<file path="config.mk">
export PLATFORM = sky130hd
export DESIGN_NAME = ltmt_ctrl
export DESIGN_NICKNAME = d
export VERILOG_FILES = /design/src/pkg/ltmt_pkg.sv /design/src/hdl/ltmt_fifo.sv /design/src/hdl/ltmt_ctrl.sv
export VERILOG_INCLUDE_DIRS = /design/src /design/src/pkg
export SDC_FILE = /design/constraint.sdc
export NUM_CORES = 1
export LEC_CHECK = 0
export BUFFER_PORTS_ARGS = -buffer_cell sky130_fd_sc_hd__buf_2
export CAP_MARGIN = 30
export CORE_ASPECT_RATIO = 1.2
export CORE_MARGIN = 8
export CORE_UTILIZATION = 30
export DETAILED_ROUTE_END_ITERATION = 8
export GPL_TIMING_DRIVEN = 0
export PLACE_DENSITY = 0.41
export SETUP_SLACK_MARGIN = 0.2
export SLEW_MARGIN = 30
export SYNTH_ARGS = -nofsm -noshare
export SYNTH_HDL_FRONTEND = slang
export SYNTH_HIERARCHICAL = 1
export SYNTH_SLANG_ARGS = --single-unit
export TNS_END_PERCENT = 5
</file>
<file path="constraint.sdc">
create_clock -name sys_clk -period 3.8 [get_ports sys_clk]
set_input_delay 0.38 -clock sys_clk [delete_from_list [all_inputs] [get_ports sys_clk]]
set_output_delay 0.38 -clock sys_clk [all_outputs]
set_load 0.05 [all_outputs]
</file>
<file path="src/pkg/ltmt_map.svh">
// Timing counts for the host-side controller of a dual single-wire LIN channel
`ifndef LTMT_MAP_SVH
`define LTMT_MAP_SVH

`define LTMT_CHANNELS 2
`define LTMT_CLK_MHZ 25
`define LTMT_FIFO_DEPTH 8
`define LTMT_DATA_W 8
`define LTMT_FRAME_BITS 10

// Limits in the unit named by each suffix
`define LTMT_SLEEP_ENTRY_DELAY_MAX_NS 91000
`define LTMT_ENABLE_WAKE_DELAY_MAX_NS 15000
`define LTMT_FIRST_DOMINANT_DELAY_MAX_MS 80
`define LTMT_DOMINANT_TIMEOUT_MIN_US 3750
`define LTMT_TOGGLE_EN_LOW_MAX_NS 45000
`define LTMT_TOGGLE_STEP_MIN_NS 12500
`define LTMT_FAST_ACK_MIN_NS 1875
`define LTMT_FAST_ACK_MAX_NS 6250

// Derived cycle counts: least times round up, longest times round down
`define LTMT_CYC_UP(ns) (((ns) * `LTMT_CLK_MHZ + 999) / 1000)
`define LTMT_CYC_DN(ns) (((ns) * `LTMT_CLK_MHZ) / 1000)
`define LTMT_SLEEP_CYC `LTMT_CYC_DN(`LTMT_SLEEP_ENTRY_DELAY_MAX_NS)
`define LTMT_WAKE_CYC `LTMT_CYC_DN(`LTMT_ENABLE_WAKE_DELAY_MAX_NS)
`define LTMT_FIRST_DOM_CYC (`LTMT_FIRST_DOMINANT_DELAY_MAX_MS * `LTMT_CLK_MHZ * 1000)
`define LTMT_DOM_LIMIT_CYC (`LTMT_DOMINANT_TIMEOUT_MIN_US * `LTMT_CLK_MHZ)
`define LTMT_TOGGLE_MAX_CYC `LTMT_CYC_DN(`LTMT_TOGGLE_EN_LOW_MAX_NS)
`define LTMT_STEP_CYC `LTMT_CYC_UP(`LTMT_TOGGLE_STEP_MIN_NS)
`define LTMT_ACK_MIN_CYC `LTMT_CYC_UP(`LTMT_FAST_ACK_MIN_NS)
`define LTMT_ACK_MAX_CYC `LTMT_CYC_DN(`LTMT_FAST_ACK_MAX_NS)
// Two synchroniser stages plus the saw_q register that holds the seen acknowledge
`define LTMT_ACK_WIN_CYC (`LTMT_ACK_MAX_CYC + 3)
`define LTMT_BIT_CYC_DEFAULT 1250

`endif

</file>
<file path="src/pkg/ltmt_pkg.sv">
// Types for the host-side LIN channel controller
package ltmt_pkg;
    typedef enum logic [3:0] {
        LTMT_ENTER_SLEEP = 4'h0,
        LTMT_ASLEEP = 4'h1,
        LTMT_WAKING = 4'h3,
        LTMT_SETTLE = 4'h2,
        LTMT_NORMAL = 4'h6,
        LTMT_TOG_EN = 4'h7,
        LTMT_TOG_TX = 4'h5,
        LTMT_TOG_REL = 4'h4,
        LTMT_TOG_CHK = 4'hC
    } ltmt_state_t;
    typedef logic [23:0] ltmt_count_t;
endpackage : ltmt_pkg

</file>
<file path="src/hdl/ltmt_fifo.sv">
// Parameterised valid/ready FIFO used in each channel's transmit path
`timescale 1ns/1ps
`default_nettype none
module ltmt_fifo #(
    parameter int WIDTH = 8,
    parameter int DEPTH = 8
) (
    // Clock and control
    input wire logic sys_clk,
    input wire logic reset_n,
    input wire logic clk_en,
    // Fill side
    input wire logic in_valid,
    output logic in_ready,
    input wire logic [WIDTH-1:0] in_data,
    // Drain side
    output logic out_valid,
    input wire logic out_ready,
    output logic [WIDTH-1:0] out_data
);
    localparam int AW = $clog2(DEPTH);
    logic [WIDTH-1:0] mem_q [DEPTH];
    logic [AW:0] wr_q, wr_d, rd_q, rd_d;
    logic push, pop;
    logic ready_q, ready_d;

    // Ready is registered so the top-level port comes straight from a flop
    assign in_ready = ready_q;
    assign out_valid = (wr_q != rd_q);
    assign out_data = mem_q[rd_q[AW-1:0]];
    assign push = in_valid && in_ready;
    assign pop = out_valid && out_ready;

    always_comb begin
        wr_d = push ? wr_q + (AW+1)'(1) : wr_q;
        rd_d = pop ? rd_q + (AW+1)'(1) : rd_q;
        ready_d = (wr_d[AW] == rd_d[AW]) || (wr_d[AW-1:0] != rd_d[AW-1:0]);
    end

    always_ff @(posedge sys_clk) begin
        if (!reset_n) begin
            wr_q <= '0;
            rd_q <= '0;
            ready_q <= 1'b1;
        end else if (clk_en) begin
            wr_q <= wr_d;
            rd_q <= rd_d;
            ready_q <= ready_d;
        end
    end

    always_ff @(posedge sys_clk) begin
        if (clk_en && push) begin
            mem_q[wr_q[AW-1:0]] <= in_data;
        end
    end
endmodule : ltmt_fifo
`default_nettype wire

</file>
<file path="src/hdl/ltmt_ctrl.sv">
// Host controller driving two LIN transceiver channels through enable and transmit pins
// Operation
// - Fast-baud enable low pulse at most 45 us
// - Fast-baud transmit low at least 12.5 us
// - Enable fall to transmit fall at least 12.5 us
// - Transmit rise to enable rise at least 12.5 us
// - Enable high normal; long low means sleep
`include "ltmt_map.svh"
`timescale 1ns/1ps
`default_nettype none
module ltmt_ctrl #(
    parameter int FIRST_DOM_CYC = `LTMT_FIRST_DOM_CYC,
    parameter int DOM_LIMIT_CYC = `LTMT_DOM_LIMIT_CYC,
    parameter int BIT_CYC = `LTMT_BIT_CYC_DEFAULT
) (
    // Clock, reset, enable
    input wire logic sys_clk,
    input wire logic reset_n,
    input wire logic clk_en,
    // Commands, one bit per channel, one-cycle pulses
    input wire logic [`LTMT_CHANNELS-1:0] cmd_wake,
    input wire logic [`LTMT_CHANNELS-1:0] cmd_sleep,
    input wire logic [`LTMT_CHANNELS-1:0] cmd_fast,
    // Transmit bytes, one lane per channel
    input wire logic [`LTMT_CHANNELS-1:0] tx_valid,
    output logic [`LTMT_CHANNELS-1:0] tx_ready,
    input wire logic [`LTMT_CHANNELS*`LTMT_DATA_W-1:0] tx_data,
    // Transceiver pins
    output logic [`LTMT_CHANNELS-1:0] en_pin,
    output logic [`LTMT_CHANNELS-1:0] txd_pin,
    input wire logic [`LTMT_CHANNELS-1:0] rxd_pin,
    // Status
    output logic [`LTMT_CHANNELS-1:0] ch_normal,
    output logic [`LTMT_CHANNELS-1:0] ch_asleep,
    output logic [`LTMT_CHANNELS-1:0] ch_fast,
    output logic [`LTMT_CHANNELS-1:0] rx_level,
    output logic [`LTMT_CHANNELS-1:0] wake_seen,
    output logic [`LTMT_CHANNELS-1:0] fast_done,
    output logic [`LTMT_CHANNELS-1:0] fast_fail
);
    import ltmt_pkg::*;

    for (genvar i = 0; i < `LTMT_CHANNELS; i++) begin : g_ch
        ltmt_state_t state_q, state_d;
        ltmt_count_t cnt_q, cnt_d;
        logic en_q, en_d, txd_q, txd_d;
        logic [`LTMT_FRAME_BITS-1:0] sh_q, sh_d;
        logic [3:0] bits_q, bits_d;
        logic [15:0] bcnt_q, bcnt_d;
        logic [16:0] dom_q, dom_d;
        logic fast_q, fast_d, saw_q, saw_d;
        logic normal_q, normal_d, asleep_q, asleep_d;
        logic wake_q, wake_d, done_q, done_d, fail_q, fail_d;
        logic rx_q;
        logic sync1_q, sync2_q;
        logic fifo_valid, fifo_pop;
        logic [`LTMT_DATA_W-1:0] fifo_data;

        ltmt_fifo #(
            .WIDTH(`LTMT_DATA_W),
            .DEPTH(`LTMT_FIFO_DEPTH)
        ) u_fifo (
            .sys_clk(sys_clk),
            .reset_n(reset_n),
            .clk_en(clk_en),
            .in_valid(tx_valid[i]),
            .in_ready(tx_ready[i]),
            .in_data(tx_data[i*`LTMT_DATA_W +: `LTMT_DATA_W]),
            .out_valid(fifo_valid),
            .out_ready(fifo_pop),
            .out_data(fifo_data)
        );

        // Frames start only once the validation delay is over
        assign fifo_pop = (state_q == LTMT_NORMAL) && (bits_q == 4'h0) && !cmd_sleep[i]
            && !cmd_fast[i];

        always_comb begin
            state_d = state_q;
            cnt_d = cnt_q + 24'h00_0001;
            en_d = en_q;
            sh_d = sh_q;
            bits_d = bits_q;
            bcnt_d = bcnt_q;
            fast_d = fast_q;
            saw_d = saw_q;
            wake_d = 1'b0;
            done_d = 1'b0;
            fail_d = 1'b0;
            txd_d = 1'b1;
            case (state_q)
                LTMT_ENTER_SLEEP: begin
                    en_d = 1'b0;
                    bits_d = 4'h0;
                    // Device drops inhibit by this time unless local wake moved
                    if (cnt_q >= 24'(`LTMT_SLEEP_CYC)) begin
                        state_d = LTMT_ASLEEP;
                        fast_d = 1'b0;
                    end
                end
                LTMT_ASLEEP: begin
                    en_d = 1'b0;
                    if (!sync2_q || cmd_wake[i]) begin
                        wake_d = !sync2_q;
                        state_d = LTMT_WAKING;
                        en_d = 1'b1;
                        cnt_d = 24'h00_0000;
                    end
                end
                LTMT_WAKING: begin
                    if (cnt_q >= 24'(`LTMT_WAKE_CYC)) begin
                        state_d = LTMT_SETTLE;
                        cnt_d = 24'h00_0000;
                    end
                end
                LTMT_SETTLE: begin
                    if (cnt_q >= 24'(FIRST_DOM_CYC)) begin
                        state_d = LTMT_NORMAL;
                    end
                end
                LTMT_NORMAL: begin
                    cnt_d = cnt_q;
                    if (bits_q != 4'h0) begin
                        txd_d = sh_q[0];
                        if (bcnt_q >= 16'(BIT_CYC - 1)) begin
                            bcnt_d = 16'h0000;
                            sh_d = {1'b1, sh_q[`LTMT_FRAME_BITS-1:1]};
                            bits_d = bits_q - 4'h1;
                        end else begin
                            bcnt_d = bcnt_q + 16'h0001;
                        end
                    end else if (fifo_pop && fifo_valid) begin
                        sh_d = {1'b1, fifo_data, 1'b0};
                        bits_d = 4'(`LTMT_FRAME_BITS);
                        bcnt_d = 16'h0000;
                    end else if (cmd_fast[i]) begin
                        state_d = LTMT_TOG_EN;
                        en_d = 1'b0;
                        cnt_d = 24'h00_0000;
                    end
                end
                LTMT_TOG_EN: begin
                    if (cnt_q >= 24'(`LTMT_STEP_CYC)) begin
                        state_d = LTMT_TOG_TX;
                        txd_d = 1'b0;
                        cnt_d = 24'h00_0000;
                    end
                end
                LTMT_TOG_TX: begin
                    txd_d = 1'b0;
                    if (cnt_q >= 24'(`LTMT_STEP_CYC)) begin
                        state_d = LTMT_TOG_REL;
                        txd_d = 1'b1;
                        cnt_d = 24'h00_0000;
                    end
                end
                LTMT_TOG_REL: begin
                    // Three steps stay well inside the longest enable-low pulse
                    if (cnt_q >= 24'(`LTMT_STEP_CYC)) begin
                        state_d = LTMT_TOG_CHK;
                        en_d = 1'b1;
                        saw_d = 1'b0;
                        cnt_d = 24'h00_0000;
                    end
                end
                LTMT_TOG_CHK: begin
                    if (!sync2_q) begin
                        saw_d = 1'b1;
                    end
                    if (cnt_q >= 24'(`LTMT_ACK_WIN_CYC)) begin
                        state_d = LTMT_NORMAL;
                        if (saw_q != fast_q) begin
                            fast_d = !fast_q;
                            done_d = 1'b1;
                        end else begin
                            fail_d = 1'b1;
                        end
                    end
                end
                default: begin
                    state_d = LTMT_ENTER_SLEEP;
                    en_d = 1'b0;
                    cnt_d = 24'h00_0000;
                end
            endcase
            if (cmd_sleep[i] && (state_q == LTMT_NORMAL || state_q == LTMT_SETTLE
                || state_q == LTMT_WAKING)) begin
                state_d = LTMT_ENTER_SLEEP;
                en_d = 1'b0;
                bits_d = 4'h0;
                txd_d = 1'b1;
                cnt_d = 24'h00_0000;
            end
            // Never hold dominant long enough to trip the device timeout
            dom_d = txd_q ? 17'h0_0000 : dom_q + 17'h0_0001;
            if (!txd_q && dom_q >= 17'(DOM_LIMIT_CYC - 2)) begin
                txd_d = 1'b1;
            end
            normal_d = (state_d == LTMT_NORMAL);
            asleep_d = (state_d == LTMT_ASLEEP);
        end

        always_ff @(posedge sys_clk) begin
            if (!reset_n) begin
                state_q <= LTMT_ENTER_SLEEP;
                cnt_q <= 24'h00_0000;
                en_q <= 1'b0;
                txd_q <= 1'b1;
                sh_q <= '1;
                bits_q <= 4'h0;
                bcnt_q <= 16'h0000;
                dom_q <= 17'h0_0000;
                fast_q <= 1'b0;
                saw_q <= 1'b0;
                normal_q <= 1'b0;
                asleep_q <= 1'b0;
                wake_q <= 1'b0;
                done_q <= 1'b0;
                fail_q <= 1'b0;
                rx_q <= 1'b1;
                sync1_q <= 1'b1;
                sync2_q <= 1'b1;
            end else if (clk_en) begin
                state_q <= state_d;
                cnt_q <= cnt_d;
                en_q <= en_d;
                txd_q <= txd_d;
                sh_q <= sh_d;
                bits_q <= bits_d;
                bcnt_q <= bcnt_d;
                dom_q <= dom_d;
                fast_q <= fast_d;
                saw_q <= saw_d;
                normal_q <= normal_d;
                asleep_q <= asleep_d;
                wake_q <= wake_d;
                done_q <= done_d;
                fail_q <= fail_d;
                rx_q <= sync2_q;
                sync1_q <= rxd_pin[i];
                sync2_q <= sync1_q;
            end
        end

        assign en_pin[i] = en_q;
        assign txd_pin[i] = txd_q;
        assign ch_normal[i] = normal_q;
        assign ch_asleep[i] = asleep_q;
        assign ch_fast[i] = fast_q;
        assign rx_level[i] = rx_q;
        assign wake_seen[i] = wake_q;
        assign fast_done[i] = done_q;
        assign fast_fail[i] = fail_q;
    end
endmodule : ltmt_ctrl
`default_nettype wire

</file>
# == After elaboration in Yosys (flattened, before gate mapping) ==
# Memories as Yosys holds them, arrays and structs flattened. A register that Yosys moved wholly into a read port is not among the register bits.
# Cells that the tools add are included.
# classes
n_div,0
mul,0
n_mux,134
reduce_logical,68
add_sub_neg,12
magnitude_cmp,14
eq_ne,54
n_bitwise,0
shift,0
# ops
cell,n
$mux 24,14
$pmux 24 s5,2
$mux 4,36
$ge 24x9->1 const B,4
$mux 16,6
$pmux 4 s9,2
$mux 10,6
$mux 1,52
$add 24x1->24 const B,2
$ge 24x12->1 const B,2
$ge 24x21->1 const B,2
$ge 24x8->1 const B,2
$eq 4x3->1 const B,10
$add 17x1->17 const B,2
$ge 17x17->1 const B,2
$mux 17,2
$add 16x1->16 const B,2
$ge 16x11->1 const B,2
$reduce_and 4->1,8
$ne 2x2->1 const B,10
$add 4x1->4 const B,4
$eq 4x1->1 const B,4
$eq 4x2->1 const B,4
$logic_and 1x1->1,16
27 further kinds,86
# totals
inputBits,29
output_inout_bits,20
wordCells,326
mem_bits_ro,0
latch_bits,0
ram_bits,128
register_bits,192
memories,2
# memory_table
memory,words,width,rd,rd_ports_with_merged_regs,write_ports,line_no,text
g_ch[0].u_fifo.mem_q,8,8,1,1,1,ltmt_fifo.sv:22,logic [WIDTH-1:0] mem_q [DEPTH];
g_ch[1].u_fifo.mem_q,8,8,1,1,1,ltmt_fifo.sv:22,

# == Logic depth before layout (Yosys ltp) ==
# logic_depth
depth_word,10
depth_mapped,11
depth_no_buf,10

# == Modules after synthesis ==
# The synthesis kept the hierarchy.
# modules_own_cells
mod,cells_per_inst,area_per_inst_um2,seq_area_each_um2,n_inst
ltmt_ctrl,1143,8977.4,3443.3,1
ltmt_fifo (g_ch[0].u_fifo),173,3113.0,2162.1,1
ltmt_fifo (g_ch[1].u_fifo),173,3104.2,2162.1,1

# == Least setup slack after synthesis ==
# No wires, ideal clock.
# synth_path
path_kind,register -> register
from,register g_ch[0].u_fifo.wr_q[2]
to,register g_ch[0].bcnt_q[0]
t_arrival_ns,2.478
period_less_slack_ns,2.606
setup_ns,0.128
required_ns,3.672
path_buffers,3
stages_incl_launch_ff,12
slack_ns,1.194
path_cell_list,dfxtp_1 buf_2 xnor2_2 nand4_1 or3b_2 a211oi_2 o21ai_0 or2_0 buf_2 nand2_1 clkbuf_1 nor2_1
# synth_between
elab_chain_cells,4
# synth_rtl
element,line_no,text
start: declaration,ltmt_fifo.sv:23,"logic [AW:0] wr_q, wr_d, rd_q, rd_d;"
start signal: assignment,ltmt_fifo.sv:46,wr_q <= wr_d;
$ne 4x4->1,ltmt_fifo.sv:29,assign out_valid = (wr_q != rd_q);
named net g_ch[0].fifo_valid,ltmt_ctrl.sv:56,"logic fifo_valid, fifo_pop;"
$logic_and 1x1->1,ltmt_ctrl.sv:132,end else if (fifo_pop && fifo_valid) begin
$reduce_bool 2->1 (no source line),--,
$reduce_and 3->1 (no source line),--,
end signal: assignment,ltmt_ctrl.sv:230,bcnt_q <= bcnt_d;
end: declaration,ltmt_ctrl.sv:49,"logic [15:0] bcnt_q, bcnt_d;"
# The timed path passes the listed nets, and every way through them passes these cells.
# A chain may end at the register's enable or synchronous reset.

# == Worst setup path after layout ==
# layout_path
from,register g_ch[0].u_fifo.wr_q[0]
to,register g_ch[0].bcnt_q[2]
# Same word-level chain as after synthesis.

==> run_results.csv <==
group,metric,value,unit
floorplan,die_area,58100,um2
logic_synthesis,ys_types,79,
floorplan,die_w,221,um
clock_tree,ctsRootBufferMaster,"clkbuf_16",
timing,skew,0.0139,ns
drt,drtIter0Drc,552,
final_layout,layout-drive-gt1-share,0.143,
timing,min_period_over_period,0.874,
worst_hold_path,holdPathStages,3,
worst_setup_path,critPathArrivalTime,3.74,ns
floorplan,num_io_pins,49,
placed_design,hpwl,27400,um
worst_setup_path,cp.depth,11,
floorplan,coreArea,50200,um2
drt,ant_nets,0,
power,power_density,444,nW/um2
global_routing,grt_pass1_vias,11200,
power,swShare,0.217,
logic_synthesis,ys_warn_count,6,
logic_synthesis,synth-edff-count,128,
final_layout,area_delta_synth_final,16.8,%
logic_synthesis,synthCells,1489,
worst_setup_path,crit_family,"simple AND/OR/NAND/NOR gates",
logic_synthesis,synth_nets,1544,
worst_setup_path,path_max_fanout,10,
global_routing,antenna_found_initial,2,
drt,drt_first_pass_iters,4,
timing,slew_violations,0,
logic_synthesis,syn-mean-instance-area,10.2,um2
global_routing,grt_start_max_net_pins,22,
global_routing,grt_pass1_wl,62000,um
worst_setup_path,cpMostUsedCell,"buf_2",
clock_tree,ctsHoldBuffers,0,
logic_synthesis,ys.flop_type,"dfxtp_1",
clock_tree,path_clk_slew,0.06,ns
power,p_int,6.17,mW
flow_run,drv_cap,0,
timing,hold_viol_final,0,
placed_design,routabilityCongestion,0.819,
final_layout,nets,1646,
timing,tightestPinTransition,0.979,ns
worst_setup_path,crit_chain,"buf_2 > xnor2_2 > nand4_1 > or3b_2 > a211oi_2 > o21ai_0 > or2_0 > buf_2 > nand2_1 > clkbuf_1 > nor2_1",
power,comb_power_share,0.038,
clock_tree,cts_max_path_buffers,3,
final_layout,post-route-util,0.353,
worst_setup_path,worstPathBufferInverterCount,3,
clock_tree,cts_resized,0,
power,clock_power_share,0.497,
worst_setup_path,max_stage_delay,0.52,ns
power,power.leakage,6.09,nW
clock_tree,clock-sinks,324,
logic_synthesis,async_reset_ff_frac,0,
worst_hold_path,holdCritPathClass,"primary input to register",
logic_synthesis,seq_area_frac_synth,0.511,
global_routing,gr-total-overflow,0,
worst_setup_path,rr_worst_depth,11,
worst_setup_path,worstPathRequired,4.21,ns
logic_synthesis,syn_area,15200,um2
timing,holdWs,0.0498,ns
worst_setup_path,crit_type,"register to register",
clock_tree,cts_setup_buffers,0,
floorplan,placementRows,90,
drt,routed_via_density,4.90,
clock_tree,htreeDepth,2,
power,switching_power,1.71,mW
worst_setup_path,crit_path_end_kind,"register",
timing,fin_ws,0.477,ns
worst_setup_path,critPathLaunchType,"register",
power,seq_power_share,0.465,
timing,relSlewSlack,0.346,
timing,rsz0062_at_grt,"no",
final_layout,n_fill_cell,5147,
power,power,7.88,mW
logic_synthesis,synth-seq-cells,324,
placed_design,dp_slack,0.448,ns
worst_setup_path,crit_slowest_cell,"or3b_2",
clock_tree,cts_buffers,39,
status,outcome,"completed",
clock_tree,clk_latency,0.55,ns
timing,setup_viol,0,
floorplan,floorplan.initialDensity,0.303,
drt,wl_per_cell,17.0,um
placed_design,port_buffers,48,
timing,fin_tns_setup,0,ns
timing,finalCriticalPeriod,3.32,ns
drt,dr_total_vias,11100,
floorplan,dieHeight,263,um
timing,max_freq,301,MHz
global_routing,track_usage,0.130,
power,peakVddDrop,0.329,mV
drt,drc,0,
clock_tree,cts_tree,"built",
drt,routed_wl,38500,um
[path summary, 6_finish.rpt]
path	endpoint	slack, ns	from
setup / recovery	g_ch[0].bcnt_q[2]	0.48	g_ch[0].u_fifo/wr_q[0]
hold / removal	g_ch[1].sync1_q	0.05	rxd_pin[1]
setup reg to reg	g_ch[0].bcnt_q[2]	0.48	g_ch[0].u_fifo/wr_q[0]
hold reg to reg	g_ch[0].done_q	0.47	g_ch[0].done_q
[power by group through the flow]
stage / Clock [mW] / Combinational (mW) / Sequential [mW]
6_report: 3.92 / 0.303 / 3.66
5_1_grt: 4.21 / 0.339 / 3.66
3_3_place_gp: 0 / 0.299 / 3.74
3_5_place_dp: 0 / 0.308 / 3.74
4_1_cts: 4.08 / 0.310 / 3.66
2_1_floorplan: 0 / 0.183 / 3.73
[routing by layer]
metal,track usage,share of wire,vias up
li1,-,-,5510
met1,0.161,0.46,5348
met2,0.225,0.48,177
met3,0.0291,0.040,62
met4,0.0393,0.023,2
met5,0,0.00026,-
[through the flow]
step	std cells	cell area, um2
3_3_place_gp	2181	16200
4_1_cts	2264	17700
3_5_place_dp	2194	16400
5_1_grt	2264	17700
2_1_floorplan	1489	15200
6_report	2265	17800
[cells in the mapped netlist, types with 21 or more instances]
master	instances	area (um2)
xor2_1	45	394
clkbuf_1	49	184
edfxtp_1	128	3840
ha_1	26	325
nand3_1	45	225
xnor2_1	76	666
and3_1	21	131
dfxtp_1	196	3920
a21oi_1	46	230
nand4_1	41	257
nand2_1	134	503
nor3_1	48	240
inv_1	41	154
nor2_1	227	852
o21ai_0	34	170
mux4_2	32	721
[logic make-up (layout without fill, tap and decap cells)]
| group | Yosys count | count (layout) | synth area share |
|---|---|---|---|
| other | 0 | 1 | 0 |
| DFF | 324 | 324 | 0.511 |
| AOI/OAI and AO/OA | 191 | 191 | 0.0888 |
| muxes | 67 | 67 | 0.0718 |
| buffers and inverters | 132 | 263 | 0.0385 |
| xor gates and xnor gates | 124 | 124 | 0.0730 |
| adders and majority gates | 26 | 26 | 0.0214 |
| and+or+nand+nor | 625 | 625 | 0.195 |
[cell usage in the layout, fill, tap and decap left out, types with 7 or more instances in the layout]
master,count
nor2_1,224
dfxtp_1,196
nand2_1,134
edfxtp_1,128
xnor2_1,76
buf_2,63
clkbuf_1,60
a21oi_1,46
nand3_1,45
xor2_1,45
inv_1,41
nand4_1,41
nor3_1,40
clkbuf_16,40
o21ai_0,34
mux4_2,32
buf_4,29
ha_1,26
and3_1,21
and2_1,19
mux2i_1,19
o311ai_0,16
mux2_2,16
or3_1,13
nand2b_1,12
nor4_1,10
buf_1,9
nor2b_1,9
a31oi_1,9
nor3_2,9
nor3b_1,7
[tightest hold or removal path: stages]
cell and delay [ns]:
buf_2 0.08, mux2i_1 0.05, nand2_1 0.06
[cell type report]
type	instances	area (um2)	share of cell area
timing repair buffer	61	328	0.0185
antenna	1	2.50	0.000141
multi-input combinational	1033	6920	0.390
inverter	43	161	0.00909
clock buffer	55	1100	0.0618
sequential	324	7770	0.438
buffer	89	423	0.0238
clock inverter	15	250	0.0141
tap	644	806	0.0454
[state kept, by name, summed over array words and instances, names as in the netlist, 8 cells and up, named ones only]
register / cells
g_ch.u_fifo/rd_q: 8
g_ch.u_fifo/wr_q: 8
g_ch.sh_q: 18
g_ch.bits_q: 8
g_ch.u_fifo/mem_q: 128
g_ch.bcnt_q: 32
g_ch.cnt_q: 48
g_ch.state_q: 8
g_ch.dom_q: 34
No activity file was read; power rests on OpenSTA's default activity.
